File: src/include/aonr_pkg.sv
// constants for the always-on retention store and its direct read path
// ----------------------------------------------------------------
// ----------------------------------------------------------------
package aonr_pkg;
  // register indices, byte address is four times the index
  localparam logic [5:0] IX_CMD = 6'h02;
  localparam logic [5:0] IX_RES = 6'h03;
  localparam logic [5:0] IX_LOC = 6'h04;
  localparam logic [5:0] IX_SPR = 6'h05;
  localparam logic [5:0] IX_CFG = 6'h10;
  // retention command byte fields
  localparam int B_RST = 0;
  localparam int B_SAVE = 1;
  localparam int B_UPL = 2;
  localparam int B_DRD = 3;
  localparam int B_DEN = 7;
  localparam logic [7:0] CMD_WMASK = 8'h8f;
  localparam logic [7:0] CMD_RST = 8'h00;
  localparam logic [7:0] LOC_RST = 8'h00;
  localparam logic [7:0] RES_RST = 8'h00;
  // configuration word slots
  localparam int NW = 14;
  localparam int W_SYSCFG = 0;
  localparam int W_EVMASK = 1;
  localparam int W_TXFCTL = 2;
  localparam int W_SNIFF = 3;
  localparam int W_TXPWR = 4;
  localparam int W_CHAN = 5;
  localparam int W_SFD = 6;
  localparam int W_GPIO = 7;
  localparam int W_XTAL = 8;
  localparam int W_RXANTD = 9;
  localparam int W_TXANTD = 10;
  localparam int W_PWR0 = 11;
  localparam int W_PWR1 = 12;
  localparam int W_LEDC = 13;
  localparam int ANTD_W = 16;
  localparam logic [31:0] KEEP [NW] = '{
    32'hffffffff, 32'hffffffff, 32'hffffffff, 32'hfffffffe,
    32'hffffffff, 32'hffffffff, 32'h000000ff, 32'hffffffff,
    32'hffffffff, 32'hffffffff, 32'h00000000, 32'h00809840,
    32'h03ffffff, 32'h00000100};
  localparam logic [31:0] CFG_RST [NW] = '{default: 32'h00000000};
endpackage
File: src/design/aonr_top.sv
// always-on retention store with wishbone registers and direct byte read
`timescale 1ns/1ps
module aonr_top (
  input wire logic sys_clk_i,
  input wire logic rstn_i,
  input wire logic wake_i,
  input wire logic wb_cyc_i,
  input wire logic wb_stb_i,
  input wire logic wb_we_i,
  input wire logic [7:0] wb_adr_i,
  input wire logic [3:0] wb_sel_i,
  input wire logic [31:0] wb_dat_i,
  output logic wb_ack_o,
  output logic [31:0] wb_dat_o,
  output logic upload_cfg_o
);
  // ----------------------------------------------------------------
  // reset and wake synchronisers
  // ----------------------------------------------------------------
  logic [1:0] rst_q;
  logic [2:0] wk_q;
  wire rst_n = rst_q[1];

  always_ff @(posedge sys_clk_i or negedge rstn_i) begin
    if (!rstn_i) begin
      rst_q <= 2'h0;
    end else begin
      rst_q <= {rst_q[0], 1'b1};
    end
  end

  always_ff @(posedge sys_clk_i or negedge rst_n) begin
    if (!rst_n) begin
      wk_q <= 3'h0;
    end else begin
      wk_q <= {wk_q[1:0], wake_i};
    end
  end

  // ----------------------------------------------------------------
  // bus decode
  // ----------------------------------------------------------------
  logic ack_q;
  logic [31:0] dat_q;
  logic [7:0] cmd_q;
  logic [7:0] cmd_d;
  logic [7:0] loc_q;
  logic [7:0] res_q;
  logic [7:0] res_d;
  logic arm_q;
  logic [31:0] cfg_q [aonr_pkg::NW];
  logic [31:0] aon_q [aonr_pkg::NW];
  logic [31:0] rest_v [aonr_pkg::NW];
  logic [31:0] wr_v [aonr_pkg::NW];

  wire req = wb_cyc_i & wb_stb_i & ~ack_q;
  wire [5:0] ix = wb_adr_i[7:2];
  wire wr = req & wb_we_i;
  wire hit_cmd = ix == aonr_pkg::IX_CMD;
  wire hit_res = ix == aonr_pkg::IX_RES;
  wire hit_loc = ix == aonr_pkg::IX_LOC;
  wire hit_spr = ix == aonr_pkg::IX_SPR;
  wire [5:0] cw = ix - aonr_pkg::IX_CFG;
  wire hit_cfg = (ix >= aonr_pkg::IX_CFG) && (cw < 6'(aonr_pkg::NW));
  wire wr_cmd = wr & hit_cmd & wb_sel_i[0];
  wire wr_res = wr & hit_res & wb_sel_i[0];
  wire wr_loc = wr & hit_loc & wb_sel_i[0];

  // ----------------------------------------------------------------
  // commands
  // ----------------------------------------------------------------
  // wake is blocked while direct access is enabled
  wire wake_go = wk_q[1] & ~wk_q[2] & ~cmd_q[aonr_pkg::B_DEN];
  wire restore_go = cmd_q[aonr_pkg::B_RST] | wake_go;
  wire save_go = cmd_q[aonr_pkg::B_SAVE];
  wire arm = cmd_q[aonr_pkg::B_DRD] & cmd_q[aonr_pkg::B_DEN];
  wire rd_go = arm & ~arm_q;

  always_comb begin
    cmd_d = cmd_q;
    cmd_d[aonr_pkg::B_RST] = 1'b0;
    cmd_d[aonr_pkg::B_SAVE] = 1'b0;
    if (wr_cmd) begin
      cmd_d = wb_dat_i[7:0] & aonr_pkg::CMD_WMASK;
    end
  end

  // ----------------------------------------------------------------
  // direct read of the retention store
  // ----------------------------------------------------------------
  wire [5:0] lw = loc_q[7:2];
  wire [31:0] lword = (lw < 6'(aonr_pkg::NW)) ? aon_q[lw[3:0]] : 32'h00000000;
  wire [31:0] lshift = lword >> {loc_q[1:0], 3'h0};
  wire [7:0] rd_byte = lshift[7:0];

  // a completing read wins over a host write in the same cycle
  always_comb begin
    res_d = res_q;
    if (wr_res) begin
      res_d = wb_dat_i[7:0];
    end
    if (rd_go) begin
      res_d = rd_byte;
    end
  end

  always_ff @(posedge sys_clk_i or negedge rst_n) begin
    if (!rst_n) begin
      cmd_q <= aonr_pkg::CMD_RST;
      loc_q <= aonr_pkg::LOC_RST;
      res_q <= aonr_pkg::RES_RST;
      arm_q <= 1'b0;
    end else begin
      cmd_q <= cmd_d;
      loc_q <= wr_loc ? wb_dat_i[7:0] : loc_q;
      res_q <= res_d;
      arm_q <= arm;
    end
  end

  // ----------------------------------------------------------------
  // configuration words and their retained copies
  // ----------------------------------------------------------------
  for (genvar w = 0; w < aonr_pkg::NW; w++) begin : g_word
    wire [31:0] kept = (aon_q[w] & aonr_pkg::KEEP[w]) |
                       (aonr_pkg::CFG_RST[w] & ~aonr_pkg::KEEP[w]);
    wire wsel = wr & hit_cfg & (cw == 6'(w));
    if (w == aonr_pkg::W_TXANTD) begin : g_antd
      // transmit delay comes back holding the low half of the retained receive delay
      assign rest_v[w] = {aonr_pkg::CFG_RST[w][31:aonr_pkg::ANTD_W],
                          aon_q[aonr_pkg::W_RXANTD][aonr_pkg::ANTD_W-1:0]};
    end else begin : g_keep
      assign rest_v[w] = kept;
    end
    for (genvar b = 0; b < 4; b++) begin : g_lane
      assign wr_v[w][8*b +: 8] = (wsel & wb_sel_i[b]) ? wb_dat_i[8*b +: 8] :
                                 cfg_q[w][8*b +: 8];
    end
    always_ff @(posedge sys_clk_i or negedge rst_n) begin
      if (!rst_n) begin
        cfg_q[w] <= aonr_pkg::CFG_RST[w];
        aon_q[w] <= aonr_pkg::CFG_RST[w];
      end else begin
        cfg_q[w] <= restore_go ? rest_v[w] : wr_v[w];
        aon_q[w] <= save_go ? (cfg_q[w] & aonr_pkg::KEEP[w]) : aon_q[w];
      end
    end
  end

  // ----------------------------------------------------------------
  // read mux and answer
  // ----------------------------------------------------------------
  wire [31:0] rdata = hit_cmd ? {24'h000000, cmd_q} :
                      hit_res ? {24'h000000, res_q} :
                      hit_loc ? {24'h000000, loc_q} :
                      hit_cfg ? cfg_q[cw[3:0]] :
                      32'h00000000;

  always_ff @(posedge sys_clk_i or negedge rst_n) begin
    if (!rst_n) begin
      ack_q <= 1'b0;
      dat_q <= 32'h00000000;
      upload_cfg_o <= 1'b0;
    end else begin
      ack_q <= req;
      dat_q <= req ? rdata : dat_q;
      upload_cfg_o <= cmd_d[aonr_pkg::B_UPL];
    end
  end

  assign wb_ack_o = ack_q;
  assign wb_dat_o = dat_q;
endmodule

File: config.mk
export PLATFORM = sky130hd
export DESIGN_NAME = aonr_top
export DESIGN_NICKNAME = d
export VERILOG_FILES = /design/src/include/aonr_pkg.sv /design/src/design/aonr_top.sv
export SDC_FILE = /design/constraint.sdc
export NUM_CORES = 2
export LEC_CHECK = 0
export BUFFER_PORTS_ARGS = -buffer_cell sky130_fd_sc_hd__buf_4
export CAP_MARGIN = 20
export CELL_PAD_IN_SITES_DETAIL_PLACEMENT = 1
export CELL_PAD_IN_SITES_GLOBAL_PLACEMENT = 2
export CORE_ASPECT_RATIO = 1.25
export CORE_MARGIN = 5
export CORE_UTILIZATION = 40
export CTS_CLUSTER_SIZE = 30
export DETAILED_ROUTE_END_ITERATION = 6
export GPL_ROUTABILITY_DRIVEN = 0
export GPL_TIMING_DRIVEN = 0
export PLACE_DENSITY_LB_ADDON = 0.1
export SETUP_SLACK_MARGIN = 0.3
export SLEW_MARGIN = 20
export SYNTH_ARGS = -nofsm -noshare
export SYNTH_HDL_FRONTEND = slang
export SYNTH_SLANG_ARGS = --single-unit
File: constraint.sdc
create_clock -name sys_clk_i -period 74.5 [get_ports sys_clk_i]
set_input_delay 3.725 -clock sys_clk_i [delete_from_list [all_inputs] [get_ports sys_clk_i]]
set_output_delay 3.725 -clock sys_clk_i [all_outputs]
set_load 0.05 [all_outputs]
==> report_table.html <==
<table>
<tr><th>Metric</th><th>Value</th></tr>
<tr><th colspan="2">Critical path</th></tr>
<tr><td>Arrival time of the worst setup path</td><td>7040 ps</td></tr>
<tr><td>Most used cell, CP</td><td>sky130_fd_sc_hd__buf_2</td></tr>
<tr><td>Largest fanout of any net on the critical path</td><td>11</td></tr>
<tr><td>Crit path buf inv count</td><td>5</td></tr>
<tr><td>Critical-path cell list</td><td>buf_4, buf_2, buf_2, buf_2, clkbuf_1, mux4_2, o211ai_1, o21ai_0</td></tr>
<tr><td>Delay-heaviest family, CP</td><td>buffers and inverters</td></tr>
<tr><td>Critical path class</td><td>input pin to flip-flop</td></tr>
<tr><td>Critical path startpoint category</td><td>input pin</td></tr>
<tr><td>Number of cell instances on the worst register-to-register path</td><td>8</td></tr>
<tr><td>WP data required</td><td>75,060 ps</td></tr>
<tr><td>Cell with the largest stage delay on the worst path</td><td>sky130_fd_sc_hd__clkbuf_1</td></tr>
<tr><td>Number of logic stages on the critical path including buffering</td><td>8</td></tr>
<tr><td>CP peak stage delay</td><td>740 ps</td></tr>
<tr><td>Kind of end point of the critical path</td><td>flip-flop</td></tr>
<tr><th colspan="2">Clock tree</th></tr>
<tr><td>Later-pin clock latency in the skew report</td><td>710 ps</td></tr>
<tr><td>Resized cells post-CTS</td><td>0</td></tr>
<tr><td>Clock-pin slew reported for the worst setup and hold paths after clock tree synthesis</td><td>about 60 ps</td></tr>
<tr><td>Number of buffers added to fix hold violations after cts</td><td>0</td></tr>
<tr><td>Setup Fix Bufs, Post-CTS</td><td>0</td></tr>
<tr><td>TritonCTS clock tree</td><td>built</td></tr>
<tr><td>Clock Sinks</td><td>roughly 840</td></tr>
<tr><td>Clock buffer count from CTS</td><td>93</td></tr>
<tr><td>Clock root cell</td><td>sky130_fd_sc_hd__clkbuf_16</td></tr>
<tr><td>Maximum number of buffers from clock root to sink</td><td>3</td></tr>
<tr><td>Deepest level of the CTS H-tree</td><td>3</td></tr>
<tr><th colspan="2">Placed design</th></tr>
<tr><td>Half-perimeter wire length after placement</td><td>142 mm</td></tr>
<tr><td>Number of I/O port buffers</td><td>70</td></tr>
<tr><td>Worst-case setup slack after placement</td><td>67,350 ps</td></tr>
<tr><th colspan="2">STA</th></tr>
<tr><td>RSZ-0062 raised after global routing</td><td>false</td></tr>
<tr><td>Relative slew slack</td><td>13.7%</td></tr>
<tr><td>Max Slew Vio Count</td><td>0</td></tr>
<tr><td>Number of hold violations in the final report</td><td>0</td></tr>
<tr><td>Final worst setup slack</td><td>68,020 ps</td></tr>
<tr><td>Fmax</td><td>154 MHz</td></tr>
<tr><td>Setup Skew</td><td>36.2 ps</td></tr>
<tr><td>Summed negative setup slack over all endpoints</td><td>0 ps</td></tr>
<tr><td>Final worst path period share</td><td>8.70%</td></tr>
<tr><td>Final setup violation count</td><td>0</td></tr>
<tr><td>Worst Max-Slew Pin Slew</td><td>1290 ps</td></tr>
<tr><td>Final min period</td><td>6480 ps</td></tr>
<tr><th colspan="2">Die</th></tr>
<tr><td>Die outline area</td><td>110,000 um^2</td></tr>
<tr><td>Horizontal extent of the die</td><td>297 um</td></tr>
<tr><td>Number of ports placed on the die boundary</td><td>84</td></tr>
<tr><td>Height of the die</td><td>369 um</td></tr>
<tr><td>Core Area</td><td>102,000 um^2</td></tr>
<tr><td>FP Rows</td><td>131</td></tr>
<tr><td>Starting Density</td><td>about two fifths</td></tr>
<tr><th colspan="2">Power and ir drop</th></tr>
<tr><td>Portion of total power attributed to the clock network</td><td>48.4%</td></tr>
<tr><td>Register share of total power</td><td>43.7%</td></tr>
<tr><td>Pwr Total</td><td>1.06 mW</td></tr>
<tr><td>Logic gate share of total power</td><td>under 10%</td></tr>
<tr><td>Leakage power of the design</td><td>23.5 nW</td></tr>
<tr><td>Cell-internal power</td><td>0.782 mW</td></tr>
<tr><td>Switching power</td><td>roughly 0.28 mW</td></tr>
<tr><td>Proportion of total power due to net switching</td><td>26.2%</td></tr>
<tr><td>Power density relative to cell area</td><td>22.3 nW/um^2</td></tr>
<tr><td>Peak ir drop on the vdd network</td><td>0.0220 mV</td></tr>
<tr><th colspan="2">Yosys</th></tr>
<tr><td>Number of synthesized flops with an enable pin</td><td>0</td></tr>
<tr><td>Number of synthesized register bits</td><td>835</td></tr>
<tr><td>Sequential element share of the synthesized area</td><td>about 51%</td></tr>
<tr><td>Syn nets</td><td>3,531</td></tr>
<tr><td>Top FF cell, synth</td><td>sky130_fd_sc_hd__dfrtp_1</td></tr>
<tr><td>Count of unique library cells instantiated by Yosys</td><td>66</td></tr>
<tr><td>Yosys warns</td><td>0</td></tr>
<tr><td>Cell count after synthesis</td><td>~3,500</td></tr>
<tr><td>Synthesized area per cell</td><td>11.9 um^2</td></tr>
<tr><td>Post-synth ARST share</td><td>100%</td></tr>
<tr><td>Syn Std Cell Area</td><td>41,300 um^2</td></tr>
<tr><td>Most area-hungry cell type in the Yosys netlist</td><td>sky130_fd_sc_hd__dfrtp_1</td></tr>
<tr><td>Top area cells in the synthesized netlist</td><td>sky130_fd_sc_hd__dfrtp_1 (51%), sky130_fd_sc_hd__mux2i_1 (13%), sky130_fd_sc_hd__mux2_2 (9.8%)</td></tr>
<tr><td>Fraction of post-synthesis cell area in the top cell type by area</td><td>50.6%</td></tr>
<tr><th colspan="2">Detailed routing</th></tr>
<tr><td>Initial DRC Count</td><td>about 2,800</td></tr>
<tr><td>Number of routed nets with antenna violations</td><td>0</td></tr>
<tr><td>DR WL/cell</td><td>between 30 and 40 um</td></tr>
<tr><td>Pre-Repair DR Iteration Count</td><td>6</td></tr>
<tr><td>Average via count per standard cell</td><td>between 6 and 7</td></tr>
<tr><td>Count of unresolved DRC violations after routing</td><td>0</td></tr>
<tr><td>Total vias in the final route</td><td>32,200</td></tr>
<tr><td>Aggregate routed wire length</td><td>195 mm</td></tr>
<tr><th colspan="2">Worst hold path</th></tr>
<tr><td>Path type of the worst min-delay path</td><td>flip-flop to asynchronous set/reset pin</td></tr>
<tr><th colspan="2">Finish</th></tr>
<tr><td># nets final</td><td>3,719</td></tr>
<tr><td>Layout overhead on the synthesized area</td><td>14.9%</td></tr>
<tr><td>Fraction of layout instances using a drive strength above 1</td><td>23.8%</td></tr>
<tr><th colspan="2">GRT</th></tr>
<tr><td>Antenna violations before repair</td><td>9</td></tr>
<tr><td>Largest net degree at the start of global routing</td><td>57</td></tr>
<tr><td>Global route total overflow</td><td>0</td></tr>
<tr><td>First-pass GRT wire length</td><td>272 mm</td></tr>
<tr><td>Vias in the first global route</td><td>34,500</td></tr>
<tr><td>Total GRT Usage</td><td>34.9%</td></tr>
<tr><th colspan="2">Flow run</th></tr>
<tr><td>Number of max-capacitance violations reported</td><td>0</td></tr>
<tr><th colspan="2">Status</th></tr>
<tr><td>Result of the run</td><td>completed</td></tr>
</table>
per-stage QoR:
step	area (um^2)	cells	hold slack (ps)	utilization, %
6_report	47500	5086	211	46.4
5_1_grt	47400	5079	241	46.4
4_1_cts	47400	5078	224	46.4
3_5_place_dp	44100	4903	219	43.1
3_3_place_gp	43500	4881	337	42.5
2_1_floorplan	41300	3481	331	-
flip-flops by register name (all words and copies together) (netlist names):
signal,cells
cfg_q,448
g_word.kept,256
aon_q,71
wb_dat_o,32
loc_q,8
res_q,8
cmd_q,5
wk_q,3
rst_q,2
arm_q,1
wb_ack_o,1
layout make-up:
cell class | instances | area (um^2)
fillers | 10800 | 54800
flip-flops and latches | 835 | 20900
multi-input cells | 2357 | 19200
clock buffers | 144 | 2880
well taps | 1330 | 1660
plain buffers | 283 | 1220
repair buffers | 93 | 1060
clock inverters | 31 | 463
inverters | 6 | 22.5
diodes | 7 | 17.5
synthesized netlist by cell type, types with 4 or more instances:
cell                        number
sky130_fd_sc_hd__o21ai_0       399
sky130_fd_sc_hd__o21ai_1         6
sky130_fd_sc_hd__nor2_1        145
sky130_fd_sc_hd__a222oi_1        7
sky130_fd_sc_hd__nand3_2        42
sky130_fd_sc_hd__and3_1          4
sky130_fd_sc_hd__a21oi_1        43
sky130_fd_sc_hd__buf_1          16
sky130_fd_sc_hd__clkbuf_1      208
sky130_fd_sc_hd__nand2b_1        6
sky130_fd_sc_hd__buf_2          45
sky130_fd_sc_hd__a211oi_1       23
sky130_fd_sc_hd__mux4_2        130
sky130_fd_sc_hd__o2111ai_1       5
sky130_fd_sc_hd__and2_1          6
sky130_fd_sc_hd__a221oi_1       11
sky130_fd_sc_hd__buf_4          12
sky130_fd_sc_hd__a22oi_1         4
sky130_fd_sc_hd__nand2_1       408
sky130_fd_sc_hd__a311oi_1        8
sky130_fd_sc_hd__mux2_2        359
sky130_fd_sc_hd__a31oi_1         7
sky130_fd_sc_hd__o221ai_1        6
sky130_fd_sc_hd__a2bb2oi_1      12
sky130_fd_sc_hd__o2bb2ai_1      10
sky130_fd_sc_hd__a211o_1         6
sky130_fd_sc_hd__nor3_1          7
sky130_fd_sc_hd__nand3b_1       11
sky130_fd_sc_hd__nor4_1          5
sky130_fd_sc_hd__o211ai_1       42
sky130_fd_sc_hd__mux2i_1       537
sky130_fd_sc_hd__dfrtp_1       835
sky130_fd_sc_hd__nor2b_1        28
sky130_fd_sc_hd__and3b_1         4
sky130_fd_sc_hd__or2_2           4
sky130_fd_sc_hd__nand3_1        32
power by group through the flow:
stage | clock network, mW | logic [mW] | registers, mW
final | 0.513 | 0.0836 | 0.463
after global routing | 0.534 | 0.0860 | 0.463
after CTS | 0.516 | 0.0824 | 0.463
after detailed placement | 0 | 0.0821 | 0.471
after global placement | 0 | 0.0684 | 0.480
after floorplan | 0 | 0.0287 | 0.481
cell usage in the layout (no fill, tap or decap), types with 12 or more instances in the layout:
master,netlist,layout
sky130_fd_sc_hd__mux2i_1,537,537
sky130_fd_sc_hd__nand3_2,42,42
sky130_fd_sc_hd__clkbuf_8,0,28
sky130_fd_sc_hd__a21oi_1,43,43
sky130_fd_sc_hd__nor2_1,145,143
sky130_fd_sc_hd__dfrtp_1,835,834
sky130_fd_sc_hd__mux4_2,130,130
sky130_fd_sc_hd__o21ai_0,399,399
sky130_fd_sc_hd__buf_4,12,82
sky130_fd_sc_hd__clkbuf_1,208,193
sky130_fd_sc_hd__buf_2,45,48
sky130_fd_sc_hd__a211oi_1,23,23
sky130_fd_sc_hd__nand3_1,32,32
sky130_fd_sc_hd__nor2b_1,28,28
sky130_fd_sc_hd__a2bb2oi_1,12,12
sky130_fd_sc_hd__clkbuf_2,0,35
sky130_fd_sc_hd__o211ai_1,42,42
sky130_fd_sc_hd__buf_16,0,15
sky130_fd_sc_hd__mux2_2,359,359
sky130_fd_sc_hd__clkbuf_16,0,97
sky130_fd_sc_hd__nand2_1,408,408
sky130_fd_sc_hd__clkinv_2,0,15
sky130_fd_sc_hd__buf_1,16,13
routing by layer:
metal | vias up | global-route usage [%] | routed length (um)
met1 | 17200 | 43.6 | 76200
met5 | - | 0.397 | 66
li1 | 13000 | - | -
met2 | 1524 | 55.8 | 89800
met4 | 4 | 20.9 | 13700
met3 | 513 | 7.63 | 15200
final timing paths:
path | startpoint | endpoint | slack, ps
setup / recovery | wb_adr_i[3] | wb_dat_o[13] | 68020
hold / removal | rst_q[1] | wb_dat_o[9] | 210
setup reg to reg | loc_q[3] | res_q[4] | 70340
hold reg to reg | rst_q[1] | wb_dat_o[9] | 210
max in group asynchronous | rstn_i | rst_q[1] | 71600
min in group sys_clk_i | rst_q[0] | rst_q[1] | 350
logic make-up (layout without fill, tap and decap cells):
kind of cell,Yosys count,count (layout),synth area share [%]
mux,1026,1026,29.9
flops,835,835,50.6
simple gates,725,725,8.12
compound gates,605,605,8.51
buf+inv,289,557,2.91
other cells,1,8,0.00908
Note: power is estimated with default switching activity, not from simulation.
